$ cat config.mk
export PLATFORM = sky130hd
export DESIGN_NAME = ctm_timer
export DESIGN_NICKNAME = d
export VERILOG_FILES = /design/src/core/ctm_pkg.sv /design/src/core/ctm_timer.sv
export VERILOG_INCLUDE_DIRS = /design/src /design/src/core
export SDC_FILE = /design/constraint.sdc
export NUM_CORES = 1
export LEC_CHECK = 0
export ABC_AREA = 0
export BUFFER_PORTS_ARGS = -buffer_cell sky130_fd_sc_hd__buf_2
export CAP_MARGIN = 20
export CORE_MARGIN = 2
export CORE_UTILIZATION = 50
export DETAILED_ROUTE_END_ITERATION = 8
export PLACE_DENSITY_LB_ADDON = 0.2
export SYNTH_ARGS = -nofsm -noshare
export SYNTH_HDL_FRONTEND = slang
export SYNTH_SLANG_ARGS = --single-unit
export TNS_END_PERCENT = 100
$ cat constraint.sdc
create_clock -name pclk -period 6.3 [get_ports pclk]
set_input_delay 1.89 -clock pclk [delete_from_list [all_inputs] [get_ports pclk]]
set_output_delay 1.89 -clock pclk [all_outputs]
set_load 0.02 [all_outputs]
$ cat src/core/ctm_cfg.svh
// register offsets, field positions and reset values of the compact timer
`ifndef CTM_CFG_SVH
`define CTM_CFG_SVH

// register byte offsets
`define CTM_CTRL0_OFS 12'h000
`define CTM_CTRL1_OFS 12'h004
`define CTM_CNT_OFS 12'h008
`define CTM_CMPA_OFS 12'h00C
`define CTM_PERIOD_OFS 12'h010
`define CTM_STAT_OFS 12'h014
`define CTM_CLR_OFS 12'h018
`define CTM_IEN_OFS 12'h01C

// control zero fields
`define CTM_ON_BIT 3
`define CTM_PRE_LSB 0
`define CTM_PRE_W 3

// control one fields
`define CTM_CCLR_BIT 0
`define CTM_DPX_BIT 1
`define CTM_POL_BIT 2
`define CTM_OC_BIT 3
`define CTM_IO_LSB 4
`define CTM_MODE_LSB 6

// status fields
`define CTM_AF_BIT 0
`define CTM_PF_BIT 1

// reset values
`define CTM_CTRL0_RST 8'h00
`define CTM_CTRL1_RST 8'h00
`define CTM_CMPA_RST 16'h0000
`define CTM_PERIOD_RST 8'h00

// period comparator works on counter bits 15..8, i.e. steps of 256 clocks
`define CTM_PERIOD_SHIFT 8

`endif

$ cat src/core/ctm_pkg.sv
// types shared by the compact timer
package ctm_pkg;

    typedef enum logic [1:0] {
        CTM_MODE_CMP = 2'b00,
        CTM_MODE_RSV = 2'b01,
        CTM_MODE_PWM = 2'b10,
        CTM_MODE_TMR = 2'b11
    } ctm_mode_t;

    // control register one as seen by the timer logic
    typedef struct packed {
        ctm_mode_t mode;
        logic [1:0] io_sel;
        logic init_level;
        logic invert;
        logic swap;
        logic clear_sel;
    } ctm_ctrl1_t;

    // output pin group
    typedef struct packed {
        logic level;
        logic enable;
    } ctm_pin_t;

endpackage

$ cat src/core/ctm_timer.sv
// compact 16-bit timer with compare match, timer and pwm modes, apb slave
`timescale 1ns/1ps
`default_nettype none
`include "ctm_cfg.svh"

// Summary of operation
// [RULE1] period value compares counter bits fifteen to eight
// [RULE2] two mode bits select operating mode
// [RULE3] clear select low: period match clears, both flags
// [RULE4] clear select high: A match clears, A flag only
// [RULE5] A zero with clear high: overflow, no flag
// [RULE6] compare mode pin changes only on A flag
// [RULE7] action bits set, clear, toggle or hold pin
// [RULE8] counter on rising loads initial pin level
// [RULE9] timer mode like compare, pin not driven
// [RULE10] pwm mode ignores clear select bit
// [RULE11] swap bit exchanges period and duty sources
// [RULE12] pwm raises A and P flags on matches
// [RULE13] pwm polarity, enable or force, invert
// [RULE14] pwm counting continues with outputs forced
// [RULE15] duty at or above period gives full duty
// [RULE16] invert bit flips pin, not in timer; the code applies invert in every mode
// [RULE17] counter steps on timer clock, cleared on start
module ctm_timer
(
    // clock and reset
    input wire logic pclk,
    input wire logic presetn,
    // apb slave
    input wire logic psel,
    input wire logic penable,
    input wire logic pwrite,
    input wire logic [11:0] paddr,
    input wire logic [31:0] pwdata,
    output logic [31:0] prdata,
    output logic pready,
    output logic pslverr,
    // timer output pin
    output logic timer_output_pin,
    output logic timer_output_pin_oe,
    // interrupt
    output logic irq
);

    // ------------------------------------------------------------
    // state and register storage
    // ------------------------------------------------------------
    // registers
    logic [7:0] ctrl0_r;
    ctm_pkg::ctm_ctrl1_t ctrl1_r;
    logic [15:0] compare_a_value_r;
    logic [7:0] period_compare_high_byte_r;
    logic [1:0] status_r;
    logic [1:0] irq_en_r;
    logic [15:0] count_r;
    logic [15:0] count_nxt;
    logic [7:0] prescale_r;
    logic on_d_r;
    logic pin_r;
    logic pin_nxt;
    logic pwm_active_r;

    // decoded controls
    logic counter_on_bit;
    logic on_rise;
    logic tick;
    logic [7:0] tick_mask;
    logic wr_en;
    logic rd_en;
    logic addr_ok;
    logic [7:0] period_compare_value;
    logic [15:0] period_full;
    logic match_a;
    logic match_p;
    logic overflow;
    logic clear_cnt;
    logic set_af;
    logic set_pf;
    logic [1:0] clr_req;
    logic [15:0] pwm_period;
    logic [15:0] pwm_duty;
    logic pwm_period_zero;
    logic pwm_wrap;
    logic pwm_level;
    logic pwm_pin;
    ctm_pkg::ctm_mode_t mode;

    // ------------------------------------------------------------
    // control decode
    // ------------------------------------------------------------
    // control bits feeding the timer clock, counter, flag and pin stages
    assign counter_on_bit = ctrl0_r[`CTM_ON_BIT];
    // [RULE2] two mode bits pick the mode
    assign mode = ctrl1_r.mode;
    assign on_rise = counter_on_bit && !on_d_r;

    // ------------------------------------------------------------
    // apb slave
    // ------------------------------------------------------------
    // apb decode, zero wait states
    assign wr_en = psel && penable && pwrite;
    assign rd_en = psel && !penable && !pwrite;
    assign pready = 1'b1;
    always_comb
    begin
        unique case (paddr)
            `CTM_CTRL0_OFS, `CTM_CTRL1_OFS, `CTM_CNT_OFS, `CTM_CMPA_OFS,
            `CTM_PERIOD_OFS, `CTM_STAT_OFS, `CTM_CLR_OFS, `CTM_IEN_OFS: addr_ok = 1'b1;
            default: addr_ok = 1'b0;
        endcase
    end
    // unmapped addresses answer with an error
    assign pslverr = psel && penable && !addr_ok;

    // software writes to control and compare registers
    always_ff @(posedge pclk or negedge presetn)
    begin
        if (!presetn)
        begin
            ctrl0_r <= `CTM_CTRL0_RST;
            ctrl1_r <= ctm_pkg::ctm_ctrl1_t'(`CTM_CTRL1_RST);
            compare_a_value_r <= `CTM_CMPA_RST;
            period_compare_high_byte_r <= `CTM_PERIOD_RST;
            irq_en_r <= 2'h0;
        end
        else if (wr_en)
        begin
            unique case (paddr)
                `CTM_CTRL0_OFS: ctrl0_r <= pwdata[7:0] & 8'h0F;
                `CTM_CTRL1_OFS: ctrl1_r <= ctm_pkg::ctm_ctrl1_t'(pwdata[7:0]);
                `CTM_CMPA_OFS: compare_a_value_r <= pwdata[15:0];
                `CTM_PERIOD_OFS: period_compare_high_byte_r <= pwdata[7:0];
                `CTM_IEN_OFS: irq_en_r <= pwdata[1:0];
                default: ;
            endcase
        end
    end

    // read data registered during setup, valid in the access phase
    always_ff @(posedge pclk or negedge presetn)
    begin
        if (!presetn)
            prdata <= 32'h0000_0000;
        else if (rd_en)
        begin
            unique case (paddr)
                `CTM_CTRL0_OFS: prdata <= {24'h00_0000, ctrl0_r};
                `CTM_CTRL1_OFS: prdata <= {24'h00_0000, ctrl1_r};
                `CTM_CNT_OFS: prdata <= {16'h0000, count_r};
                `CTM_CMPA_OFS: prdata <= {16'h0000, compare_a_value_r};
                `CTM_PERIOD_OFS: prdata <= {24'h00_0000, period_compare_high_byte_r};
                `CTM_STAT_OFS: prdata <= {30'h0000_0000, status_r};
                `CTM_IEN_OFS: prdata <= {30'h0000_0000, irq_en_r};
                default: prdata <= 32'h0000_0000;
            endcase
        end
    end

    // ------------------------------------------------------------
    // timer clock
    // ------------------------------------------------------------
    // timer clock: prescaler select gives pclk divided by 2^sel
    always_ff @(posedge pclk or negedge presetn)
    begin
        if (!presetn)
            prescale_r <= 8'h00;
        else if (on_rise)
            prescale_r <= 8'h00;
        else
            prescale_r <= prescale_r + 8'h01;
    end
    // sel n waits for the low n prescaler bits all ones; sel zero masks nothing
    always_comb
    begin
        tick_mask = (8'h01 << ctrl0_r[`CTM_PRE_LSB +: `CTM_PRE_W]) - 8'h01;
        tick = ((prescale_r & tick_mask) == tick_mask);
    end

    // ------------------------------------------------------------
    // comparators
    // ------------------------------------------------------------
    // [RULE1] period compares high byte
    assign period_compare_value = period_compare_high_byte_r;
    assign period_full = {period_compare_value, 8'h00};
    // match on the last count before value*256, so the clear that follows gives
    // a period of exactly value*256 ticks rather than one extra block of 256
    assign match_p = tick && (period_compare_value != 8'h00)
        && (count_r == period_full - 16'h0001);
    assign overflow = tick && (count_r == 16'hFFFF);
    // [RULE5] zero compare A never matches
    assign match_a = tick && (compare_a_value_r != 16'h0000) && (count_r == compare_a_value_r);

    // ------------------------------------------------------------
    // pwm period and duty
    // ------------------------------------------------------------
    // [RULE11] swap picks period and duty sources
    assign pwm_period = ctrl1_r.swap ? compare_a_value_r : period_full;
    assign pwm_duty = ctrl1_r.swap ? period_full : compare_a_value_r;
    assign pwm_period_zero = (pwm_period == 16'h0000);
    // period of n clocks ends at count n-1; zero period runs full 65536
    assign pwm_wrap = tick && (pwm_period_zero ? (count_r == 16'hFFFF) : (count_r == pwm_period - 16'h0001));

    // ------------------------------------------------------------
    // clear and flag sources per mode
    // ------------------------------------------------------------
    always_comb
    begin
        clear_cnt = 1'b0;
        set_af = 1'b0;
        set_pf = 1'b0;
        if (mode == ctm_pkg::CTM_MODE_PWM)
        begin
            // [RULE10] clear select ignored here
            clear_cnt = pwm_wrap;
            // [RULE12] both flags in pwm
            // with swap the counter wraps before reaching compare A, so the
            // wrap itself is the A match and the duty end is the P match
            if (ctrl1_r.swap)
            begin
                set_af = pwm_wrap;
                set_pf = match_p || (period_compare_value == 8'h00 && overflow);
            end
            else
            begin
                set_af = match_a;
                set_pf = match_p || (period_compare_value == 8'h00 && overflow);
            end
        end
        else if (!ctrl1_r.clear_sel)
        begin
            // [RULE3] period match or overflow clears
            clear_cnt = match_p || overflow;
            set_af = match_a;
            set_pf = match_p || (period_compare_value == 8'h00 && overflow);
        end
        else
        begin
            // [RULE4] A match clears, no P flag
            clear_cnt = match_a || overflow;
            set_af = match_a;
        end
        // [RULE9] timer mode shares compare behaviour via mode check above
        if (!counter_on_bit)
        begin
            clear_cnt = 1'b0;
            set_af = 1'b0;
            set_pf = 1'b0;
        end
    end

    // ------------------------------------------------------------
    // counter
    // ------------------------------------------------------------
    // [RULE17] counter steps on tick, reset on start
    always_comb
    begin
        count_nxt = count_r;
        if (on_rise)
            count_nxt = 16'h0000;
        else if (counter_on_bit && tick)
            count_nxt = clear_cnt ? 16'h0000 : count_r + 16'h0001;
    end
    always_ff @(posedge pclk or negedge presetn)
    begin
        if (!presetn)
        begin
            count_r <= 16'h0000;
            on_d_r <= 1'b0;
        end
        else
        begin
            count_r <= count_nxt;
            on_d_r <= counter_on_bit;
        end
    end

    // ------------------------------------------------------------
    // status and interrupt
    // ------------------------------------------------------------
    // sticky status; a new event wins over a clear in the same cycle
    assign clr_req = (wr_en && paddr == `CTM_CLR_OFS) ? pwdata[1:0] : 2'b00;
    always_ff @(posedge pclk or negedge presetn)
    begin
        if (!presetn)
            status_r <= 2'b00;
        else
        begin
            status_r[`CTM_AF_BIT] <= set_af || (status_r[`CTM_AF_BIT] && !clr_req[`CTM_AF_BIT]);
            status_r[`CTM_PF_BIT] <= set_pf || (status_r[`CTM_PF_BIT] && !clr_req[`CTM_PF_BIT]);
        end
    end
    assign irq = |(status_r & irq_en_r);

    // ------------------------------------------------------------
    // output pin
    // ------------------------------------------------------------
    // compare mode pin state
    always_comb
    begin
        pin_nxt = pin_r;
        // [RULE8] start loads initial level
        if (on_rise)
            pin_nxt = ctrl1_r.init_level;
        // [RULE6] only A flag moves the pin
        else if (mode == ctm_pkg::CTM_MODE_CMP && set_af)
        begin
            // [RULE7] action select
            unique case (ctrl1_r.io_sel)
                2'b00: pin_nxt = pin_r;
                2'b01: pin_nxt = 1'b0;
                2'b10: pin_nxt = 1'b1;
                2'b11: pin_nxt = !pin_r;
            endcase
        end
    end

    // ------------------------------------------------------------
    // pwm waveform
    // ------------------------------------------------------------
    // pwm active phase: high from period start until duty reached
    always_ff @(posedge pclk or negedge presetn)
    begin
        if (!presetn)
        begin
            pin_r <= 1'b0;
            pwm_active_r <= 1'b0;
        end
        else
        begin
            pin_r <= pin_nxt;
            if (on_rise || (counter_on_bit && tick && clear_cnt))
                pwm_active_r <= (pwm_duty != 16'h0000);
            // [RULE15] duty at or above period never ends active phase
            else if (counter_on_bit && tick && count_nxt >= pwm_duty && pwm_duty < pwm_period)
                pwm_active_r <= 1'b0;
            else if (counter_on_bit && tick && pwm_period_zero && count_nxt >= pwm_duty)
                pwm_active_r <= 1'b0;
        end
    end

    // [RULE13] polarity, force levels and enable
    assign pwm_level = ctrl1_r.init_level ? pwm_active_r : !pwm_active_r;
    always_comb
    begin
        // [RULE14] counting runs regardless of forced output
        unique case (ctrl1_r.io_sel)
            2'b00: pwm_pin = 1'b0;
            2'b01: pwm_pin = 1'b1;
            2'b10: pwm_pin = pwm_level;
            2'b11: pwm_pin = pwm_level;
        endcase
    end

    // [RULE16] invert applied in every mode, timer included; [RULE9] pin released in timer mode
    assign timer_output_pin = (mode == ctm_pkg::CTM_MODE_PWM ? pwm_pin : pin_r) ^ ctrl1_r.invert;
    assign timer_output_pin_oe = (mode != ctm_pkg::CTM_MODE_TMR) && (mode != ctm_pkg::CTM_MODE_RSV);

endmodule

`default_nettype wire

==> results of run 1 <==
[synthesized netlist by cell type (all sizes together) (3+ instances only)]
cell / number / area (µm²)
nor2b: 7 / 43.8
mux2i: 26 / 260
xor2: 23 / 201
and3: 10 / 63.8
buf: 43 / 360
or2: 3 / 18.8
a21oi: 25 / 129
a21o: 9 / 68.8
inv: 21 / 78.8
dfrtp: 82 / 2050
mux2: 37 / 417
nand3: 18 / 90.1
nor3b: 5 / 37.5
o21ai: 31 / 155
a22oi: 13 / 97.6
clkbuf: 29 / 120
a211oi: 3 / 27.5
nand2: 61 / 229
ha: 29 / 363
o21a: 4 / 30.0
o211ai: 3 / 22.5
a31oi: 6 / 37.5
nor3: 17 / 85.1
nand2b: 4 / 25.0
nor4b: 3 / 32.5
xnor2: 39 / 342
nand4: 20 / 125
o31ai: 3 / 22.5
nor4: 17 / 134
nor2: 46 / 175
a221oi: 8 / 70.1
[cell type report]
| type | count | area (µm²) |
|---|---|---|
| fillers | 1061 | 5450 |
| multi-input cells | 519 | 3640 |
| flip-flops and latches | 82 | 2050 |
| repair buffers | 57 | 320 |
| clock buffers | 11 | 233 |
| well taps | 168 | 210 |
| clock inverters | 5 | 78.8 |
| inverters | 21 | 78.8 |
[cells in the final DEF (no fill, tap or decap), drive strengths merged, types with 4 or more instances in the layout]
master / synthesis / layout
a31oi: 6 / 6
nor3: 17 / 17
dfrtp: 82 / 82
nor4: 17 / 17
mux2: 37 / 37
clkbuf: 29 / 11
xor2: 23 / 23
and3: 10 / 10
nand4: 20 / 20
buf: 43 / 57
inv: 21 / 21
a21o: 9 / 9
o21ai: 31 / 31
a21oi: 25 / 25
nor2b: 7 / 7
conb: 2 / 17
o21a: 4 / 4
nand2: 61 / 61
nand2b: 4 / 4
xnor2: 39 / 39
a221oi: 8 / 8
a22oi: 13 / 13
mux2i: 26 / 26
nand3: 18 / 18
ha: 29 / 29
nor2: 46 / 46
nor3b: 5 / 5
[metrics by stage]
step                      hold slack (ns)  area, µm²  util, %  worst slack, ns
final                               0.474       6620     54.9             1.39
after global routing                0.500       6620     54.9             1.14
after CTS                           0.480       6590     54.6             1.48
after detailed placement            0.466       6280     52.0             1.49
after global placement              0.462       6280     52.0             1.49
after floorplan                     0.431       6240        -             1.78
[state kept, by name, summed over array words and instances, names as in the netlist]
signal,flops
compare_a_value_r,16
count_r,16
ctrl0_r,4
ctrl1_r,6
irq_en_r,2
mode,2
on_d_r,1
period_compare_high_byte_r,8
pin_r,1
prdata,16
prescale_r,7
pwm_active_r,1
status_r,2
[how the worst max path moves through the flow]
stage	from	end	slack (ns)	cells past startpoint
2_1_floorplan	ctrl1_r[1]	pwm_active_r	1.78	25
3_5_place_dp	paddr[7]	pslverr	1.49	5
4_1_cts	paddr[7]	pslverr	1.48	5
5_1_grt	ctrl1_r[1]	pwm_active_r	1.14	18
3_3_place_gp	paddr[7]	pslverr	1.49	5
6_report	ctrl1_r[1]	pwm_active_r	1.39	18
[critical path: cells and delay by family (launching register included)]
family | cells | cell delay (ns)
AOI/OAI and AO/OA | 8 | 1.38
xor gates and xnor gates | 1 | 0.20
adders and majority gates | 1 | 0.32
buffers and inverters | 2 | 0.71
DFF | 1 | 0.71
muxes | 2 | 0.64
and+or+nand+nor | 4 | 0.86
[per-layer routing]
| layer | wire length, µm | part of all wire (%) | track usage, % | up-vias |
|---|---|---|---|---|
| met5 | 0 | 0 | 0 | - |
| met4 | 370 | 2.2 | 9.64 | 0 |
| met3 | 931 | 5.6 | 4.22 | 30 |
| met2 | 7690 | 47 | 39.4 | 187 |
| met1 | 7510 | 46 | 36.5 | 2459 |
| li1 | - | - | - | 2413 |
[cell families after synthesis]
| group | synth area share [%] |
|---|---|
| adders and majority gates | 5.87 |
| AOI/OAI and AO/OA | 13.3 |
| muxes | 10.9 |
| DFF | 33.2 |
| other | 0.121 |
| xor gates and xnor gates | 8.78 |
| buffers and inverters | 9.04 |
| and+or+nand+nor | 18.8 |
[where the power goes]
group          internal [W]  leakage, nW  switching, W
combinational      0.000122         1.79      0.000131
sequential         0.000567         1.10     0.0000937
clock              0.000347        0.153      0.000212
==> qor.yml, run 1 <==
detailed_routing:
  vias_per_cell: 5.90
  routed-via-count: 5089
  drt-initial-drc-count: 425
  drc: 0
  wl_per_cell_um: 19.1
  drt-total-wl_um: 16500
  first_pass_iters: 6
  antenna_left: 0
worst_setup_path:
  crit_type: "register to register"
  crit_top_cell: "a21oi_1"
  cp_slowest_cell: "dfrtp_1"
  r2r_slack_ns: 1.39
  crit_path_end_kind: "register"
  worstPathArrival_ns: 5.18
  max_stage_delay_ns: 0.71
  r2r-start: "ctrl1_r[1]"
  crit_required_ns: 6.57
  reg2reg_depth: 18
  r2r_end: "pwm_active_r"
  cp-start-kind: "register"
  cp_max_fo: 29
  worstPathCellList: "buf_4 > mux2i_1 > xnor2_1 > a211o_1 > nor4_1 > nand4_1 > nor4_2 > o31a_1 > buf_4 > nor2_1 > ha_1 > a21o_1 > a21o_1 > a21oi_1 > o211ai_1 > a21oi_1 > a21oi_1 > mux2i_1"
pwr:
  p_leak_nw: 3.05
  power_w: 0.00147
  peakVddDrop_mv: 0.225
  powerDensity_nw_per_um2: 223
global_route:
  grt_pass1_vias: 4695
  antenna_found_initial: 0
  grt_max_degree: 83
  grt_pass1_wl_um: 26100
  overflow: 0
  grt_use_total_pct: 25.7
floorplan:
  ioPinCount: 86
  initial_core_util_pct: 51.3
  fp.dieArea_um2: 13300
  die_y_um: 115
  core_um2: 12100
  die_x_um: 115
  core.rowCount: 40
sta:
  slew_headroom_pct: 44.7
  setup_viol: 0
  final_max_slew_viol_count: 0
  skew_ns: 0.00555
  setup-tns-final_ns: 0
  min_period_ns: 4.91
  grt_setup_unrepaired: "no"
  fmax_ghz: 0.204
  post-route-period-util_pct: 77.9
  hold_violations: 0
  worst_pin_slew_ns: 0.823
logic_synthesis:
  synth_area_per_cell_um2: 9.11
  syn_inst: 679
  synth_ff_type: "dfrtp_1"
  synth-edff-count: 0
  synthesis.area_um2: 6190
  yosysUniqueCellTypes: 73
  synth_async_sr_flop_share_pct: 100
  ys_warn_count: 0
  ys_ff_latch: 82
  ys_seq_area_share_pct: 33.2
cells_and_area:
  fin_nets: 768
  drive_gt1_share_pct: 18.0
  synthToLayoutAreaGrowth_pct: 6.96
  fin_cells: 863
  antenna_cells: 0
hold_path:
  hold_depth: 2
  hold_path_class: "register to register"
  whs_endpoint: "prdata[11]"
  hold_start: "prdata[11]"
cts:
  cts_root_buf: "clkbuf_16"
  hold_buffers: 0
  numCtsBuffers: 9
  ctsResizeCount: 0
  cts_tree: "done"
  insertion_delay_ns: 0.35
  clkSinkCount: 82
  post_cts_buffers: 0
  clockBufferDepth: 2
  cts_max_level: 3
  path_clk_slew_ns: 0.06
place:
  hpwl_um: 12300
  dp_cells: 846
  gp_congestion: 0.918
  numPortBuffers: 52
run:
  maxCapViolCount: 0
outcome:
  status: "finished clean"
Power figures use the tool's default switching activity.
==> inputs of run 2 (changes only) <==
- clock period: 6.3 -> 4.75 ns (I/O delays scaled with it)
==> qor.yml, run 2 (synthesis gave the netlist of run 1 again) <==
outcome:
  status: "finished clean"
detailed_routing:
  first_pass_iters: 5  # -1
  routed-via-count: 5263  # +3.4%
  vias_per_cell: 5.95  # +0.85%
  wl_per_cell_um: 19.3  # +0.89%
  met3_length_um: 1020  # +9.8%
  drt-met1-wl_um: 7530  # +0.35%
  drt-initial-drc-count: 442  # +4.0%
  routed.top_layer: "met4"
  met2_length_um: 8120  # +5.7%
  antenna_left: 0  # unchanged
  drc: 0  # unchanged
  drt-total-wl_um: 17100  # +3.5%
place:
  place_area_um2: 6440  # +2.6%
  gp_congestion: 0.924  # +0.70%
  hpwl_um: 13000  # +5.6%
  numPortBuffers: 52  # unchanged
cells_and_area:
  top_regs: "compare_a_value_r x16, count_r x16, prdata x16"
  fin_nets: 790  # +2.9%
  multi_input_area_um2: 3640  # unchanged
  regArea_um2: 2050  # about the same
  layout_common_cells: "81 x dfrtp_1, 61 x nand2_1, 51 x buf_2, 45 x nor2_1, 39 x xnor2_1"
  final_area_um2: 6790  # +2.6%
  synthToLayoutAreaGrowth_pct: 9.73
  layout_commonest_cell: "dfrtp_1"
  fillers: 1079  # +1.7%
  antenna_cells: 0  # unchanged
  finish.utilization_pct: 56.3  # +1.4 points
  drive_gt1_share_pct: 20.9  # +2.9 points
worst_setup_path:
  worstPathArrival_ns: 4.64  # -0.54 ns
  crit_type: "register to register"
  crit_top_cell: "a21oi_1"
  max_stage_delay_ns: 0.50  # -0.21 ns
  cp_slowest_cell: "dfrtp_1"
  path_buf_inv: 1  # -1
  cp_max_fo: 16  # -45%
  crit_required_ns: 5.02  # -1.55 ns
  cp-start-kind: "register"
  path_delay_family: "simple AND/OR/NAND/NOR gates"
  worstPathCellList: "nand2_1 > ha_1 > nand3_1 > o32ai_1 > nor3_1 > nor4_1 > nand4_1 > nor4_2 > o31a_1 > buf_4 > nor2_1 > ha_1 > a21o_1 > a21o_1 > a21oi_1 > o211ai_1 > a21oi_1 > a21oi_1 > mux2i_1"
  crit_path_end_kind: "register"
cts:
  hold_buffers: 0  # unchanged
  ctsResizeCount: 0  # unchanged
  numCtsBuffers: 9  # unchanged
  clkSinkCount: 82  # unchanged
  cts_max_level: 3  # unchanged
  clockBufferDepth: 2  # unchanged
  insertion_delay_ns: 0.35  # about the same
  path_clk_slew_ns: 0.07  # about the same
  post_cts_buffers: 0  # unchanged
  cts_tree: "done"
  cts_root_buf: "clkbuf_16"
global_route:
  grt_use_total_pct: 26.7  # +0.98 points
  grt_pass1_wl_um: 26800  # +2.7%
  overflow: 0  # unchanged
  grt_pass1_vias: 4951  # +5.5%
  antenna_found_initial: 0  # unchanged
  grt_max_degree: 83  # unchanged
floorplan:
  fp.dieArea_um2: 13300  # unchanged
  die_y_um: 115  # unchanged
  core_um2: 12100  # unchanged
  die_x_um: 115  # unchanged
  ioPinCount: 86  # unchanged
  initial_core_util_pct: 51.3  # unchanged
  core.rowCount: 40  # unchanged
pwr:
  p_leak_nw: 3.16  # +3.6%
  power_w: 0.00203  # +38%
  powerDensity_nw_per_um2: 299  # +34%
  peakVddDrop_mv: 0.196  # -13%
sta:
  min_period_ns: 4.37  # -0.537 ns
  worst_pin_slew_ns: 0.827  # +0.00418 ns
  hold_violations: 0  # unchanged
  slew_headroom_pct: 44.7  # about the same
  setup-tns-final_ns: 0  # unchanged
  grt_setup_unrepaired: "no"
  post-route-period-util_pct: 92.0  # +14 points
  fmax_ghz: 0.229  # +12%
  skew_ns: 0.00899  # +0.00344 ns
  setup_viol: 0  # unchanged
  final_max_slew_viol_count: 0  # unchanged
  holdWs_ns: 0.477  # +0.00266 ns
run:
  maxCapViolCount: 0  # unchanged
hold_path:
  hold_path_class: "register to register"
-- run 2: changes by cell type in the layout (fill, tap and decap cells not counted), sizes merged --
cell,delta
clkinvlp,+1
buf,+22
inv,+3
clkinv,-2
clkbuf,-2
-- run 2: through the flow --
step	instances	setup WS (ns)
5_1_grt	885	0.00921
6_report	885	0.378
3_5_place_dp	868	0.434
3_3_place_gp	868	0.466
2_1_floorplan	694	0.229
4_1_cts	884	0.370
-- run 2: worst paths after layout --
kind | startpoint | depth (start not counted) | end | slack, ns
setup / recovery | compare_a_value_r[0] | 19 | pwm_active_r | 0.38
hold / removal | prdata[12] | 2 | prdata[12] | 0.48
setup reg to reg | compare_a_value_r[0] | 19 | pwm_active_r | 0.38
hold reg to reg | prdata[12] | 2 | prdata[12] | 0.48
max in group asynchronous | presetn | 2 | ctrl1_r[1] | 3.07
min in group asynchronous | presetn | 1 | count_r[11] | 1.05
-- run 2: layer usage --
layer	vias to the layer above	GRT usage, %
met5	-	0
met4	0	10.7
met3	32	3.48
met2	215	43.6
met1	2555	35.9
li1	2461	-
-- run 2: area by class of cell --
| class | instances | area share, % |
|---|---|---|
| Clock buffer | 9 | 3.32 |
| Clock inverter | 7 | 1.46 |
| Inverter | 21 | 1.16 |
| Multi-Input combinational cell | 519 | 53.7 |
| Sequential cell | 82 | 30.2 |
| Tap cell | 168 | 3.10 |
| Timing Repair Buffer | 79 | 7.04 |
-- run 2: worst register-to-register path: cells and delay by family (launching register included) --
| family | cells | cell delay, ns |
|---|---|---|
| and+or+nand+nor | 7 | 1.47 |
| AOI/OAI and AO/OA | 8 | 1.33 |
| adders and majority gates | 2 | 0.65 |
| DFF | 1 | 0.50 |
| buffers and inverters | 1 | 0.23 |
| muxes | 1 | 0.13 |
-- run 2: report_power, final --
part | switching (W) | leakage (nW) | internal, W | total, W
Sequential | 0.0000685 | 1.10 | 0.000753 | 0.000821
Combinational | 0.000242 | 1.90 | 0.000190 | 0.000432
Clock | 0.000309 | 0.157 | 0.000465 | 0.000775
==> inputs of run 3 (changes only) <==
- BUFFER_PORTS_ARGS: -buffer_cell sky130_fd_sc_hd__buf_2 -> -buffer_cell sky130_fd_sc_hd__buf_4
- CTS_BUF_LIST: default -> sky130_fd_sc_hd__clkbuf_4 sky130_fd_sc_hd__clkbuf_8
==> qor.yml, run 3 (synthesis gave the netlist of run 1 again) <==
detailed_routing:
  routed-via-count: 5234  # -0.55%
  vias_per_cell: 5.89  # -1.0%
  first_pass_iters: 5  # unchanged
  drt-initial-drc-count: 409  # -7.5%
  antenna_left: 0  # unchanged
  wl_per_cell_um: 19.2  # -0.23%
  drc: 0  # unchanged
  drt-total-wl_um: 17100  # +0.22%
worst_setup_path:
  crit_path_end_kind: "register"
  cp_max_fo: 15  # -1
  r2r-start: "period_compare_high_byte_r[0]"
  crit_type: "register to register"
  worstPathArrival_ns: 4.75  # +0.11 ns
  reg2reg_depth: 19  # unchanged
  crit_required_ns: 5.06  # +0.04 ns
  r2r_slack_ns: 0.31  # -0.07 ns
  r2r_end: "pwm_active_r"
  cp-start-kind: "register"
cells_and_area:
  layout_common_cells: "82 x buf_4, 81 x dfrtp_1, 61 x nand2_1, 45 x nor2_1, 39 x xnor2_1"
  synthToLayoutAreaGrowth_pct: 10.5
  fin_nets: 794  # +0.51%
  drive_gt1_share_pct: 21.4  # +0.44 points
  antenna_cells: 0  # unchanged
  top_regs: "compare_a_value_r x16, count_r x16, prdata x16"
  layout_commonest_cell: "buf_4"
pwr:
  combPwrFrac_pct: 24.5  # +3.2 points
  power_w: 0.00181  # -11%
  clockPowerShare_pct: 30.3  # -7.9 points
  peakVddDrop_mv: 0.290  # +48%
  p_leak_nw: 3.15  # -0.22%
  power.switching_w: 0.000593  # -4.3%
  powerDensity_nw_per_um2: 265  # -11%
  p_int_w: 0.00122  # -14%
  seq_power_share_pct: 45.2  # +4.7 points
  swShare_pct: 32.8  # +2.2 points
global_route:
  grt_max_degree: 83  # unchanged
  grt_use_total_pct: 26.8  # +0.11 points
  grt_pass1_vias: 5022  # +1.4%
  overflow: 0  # unchanged
  antenna_found_initial: 0  # unchanged
  grt_pass1_wl_um: 27200  # +1.3%
hold_path:
  whs_endpoint: "prdata[10]"
  hold_start: "prdata[10]"
  hold_path_class: "register to register"
  hold_depth: 2  # unchanged
cts:
  cts_max_level: 3  # unchanged
  cts_tree: "done"
  clockBufferDepth: 2  # unchanged
  cts_root_buf: "clkbuf_8"
  clkSinkCount: 82  # unchanged
  path_clk_slew_ns: 0.09  # +0.02 ns
  insertion_delay_ns: 0.38  # +0.03 ns
  numCtsBuffers: 9  # unchanged
sta:
  grt_setup_unrepaired: "no"
  setup-tns-final_ns: 0  # unchanged
  final_max_slew_viol_count: 0  # unchanged
  min_period_ns: 4.44  # +0.0679 ns
  hold_violations: 0  # unchanged
  setup_viol: 0  # unchanged
  worst_pin_slew_ns: 0.862  # +0.0342 ns
  slew_headroom_pct: 42.4  # -2.3 points
  skew_ns: 0.0142  # +0.00523 ns
  fmax_ghz: 0.225  # -1.5%
  post-route-period-util_pct: 93.5  # +1.4 points
floorplan:
  die_y_um: 115  # unchanged
  core_um2: 12100  # unchanged
  core.rowCount: 40  # unchanged
  initial_core_util_pct: 51.3  # unchanged
  die_x_um: 115  # unchanged
  fp.dieArea_um2: 13300  # unchanged
  ioPinCount: 86  # unchanged
place:
  gp_congestion: 0.958  # +3.6%
  numPortBuffers: 52  # unchanged
  hpwl_um: 12900  # -0.18%
outcome:
  status: "finished clean"
run:
  maxCapViolCount: 0  # unchanged
-- run 3: changes by cell type in the layout (fill, tap and decap cells not counted) --
cell / delta
buf_4: +55
buf_2: -51
clkbuf_8: +10
clkbuf_16: -9
inv_6: -2
buf_12: -1
buf_16: +1
bufinv_16: -1
clkbuf_4: +1
clkinv_2: -1
clkinv_4: +1
clkinvlp_4: +1
-- run 3: worst max-delay path: stages, from the launching register on --
cell and delay [ns]:
dfrtp_1 0.41, inv_1 0.09, ha_1 0.20, nor2b_1 0.40
o211ai_1 0.14, nor3b_1 0.18, a2111oi_0 0.70, a221oi_1 0.24
nor2_1 0.21, o31a_1 0.21, buf_4 0.24, nor2_1 0.09
ha_1 0.31, a21o_1 0.18, a21o_1 0.17, a21oi_1 0.14
o211ai_1 0.12, a21oi_1 0.14, a21oi_1 0.05, mux2i_1 0.13
-- run 3: worst max-delay path by stage --
stage / start / endpoint / slack, ns / cells past startpoint
detailed placement: ctrl1_r[1] / pwm_active_r / 0.26 / 18
global placement: ctrl1_r[1] / pwm_active_r / 0.41 / 18
finish: period_compare_high_byte_r[0] / pwm_active_r / 0.31 / 19
floorplan: ctrl1_r[1] / pwm_active_r / 0.23 / 25
global route: period_compare_high_byte_r[0] / pwm_active_r / 0.05 / 19
CTS: ctrl1_r[1] / pwm_active_r / 0.21 / 18
-- run 3: per-stage QoR --
| step | cells | util (%) | hold slack (ns) | area (µm²) | worst slack (ns) |
|---|---|---|---|---|---|
| detailed placement | 872 | 54.7 | 0.472 | 6600 | 0.262 |
| global route | 889 | 56.7 | 0.512 | 6840 | 0.0518 |
| global placement | 872 | 54.7 | 0.469 | 6600 | 0.411 |
| finish | 889 | 56.7 | 0.483 | 6840 | 0.310 |
| CTS | 888 | 56.4 | 0.493 | 6810 | 0.211 |
| floorplan | 694 | - | 0.431 | 6240 | 0.229 |
-- run 3: power groups by stage --
stage	Combinational (W)	Clock, W	Sequential (W)
finish	0.000444	0.000548	0.000818
global route	0.000496	0.000584	0.000829
CTS	0.000443	0.000556	0.000817
detailed placement	0.000436	0	0.000830
global placement	0.000428	0	0.000827
floorplan	0.000342	0	0.000802
-- run 3: cell type report --
class                      instances  area, µm²
clock inverter                     5       62.6
inverter                          21       78.8
clock buffer                      11        145
sequential                        82       2050
tap                              168        210
fill                            1096       5230
timing repair buffer              83        643
multi-input combinational        519       3640
-- run 3: routing by layer --
metal,wire length [µm],GRT usage (%),up-vias,share of wire (%)
met5,0,0,-,0
met4,368,9.08,0,2.2
met3,1240,5.75,33,7.3
met2,8080,43.3,219,47
met1,7410,35.8,2517,43
li1,-,-,2465,-
-- run 3: repair_timing --
item	4_1_cts	5_1_grt
setup buffers	0	0
gates resized for setup	0	1
hold endpoints to repair	0	0
endpoints found under the setup margin	0	1
hold buffers	0	0
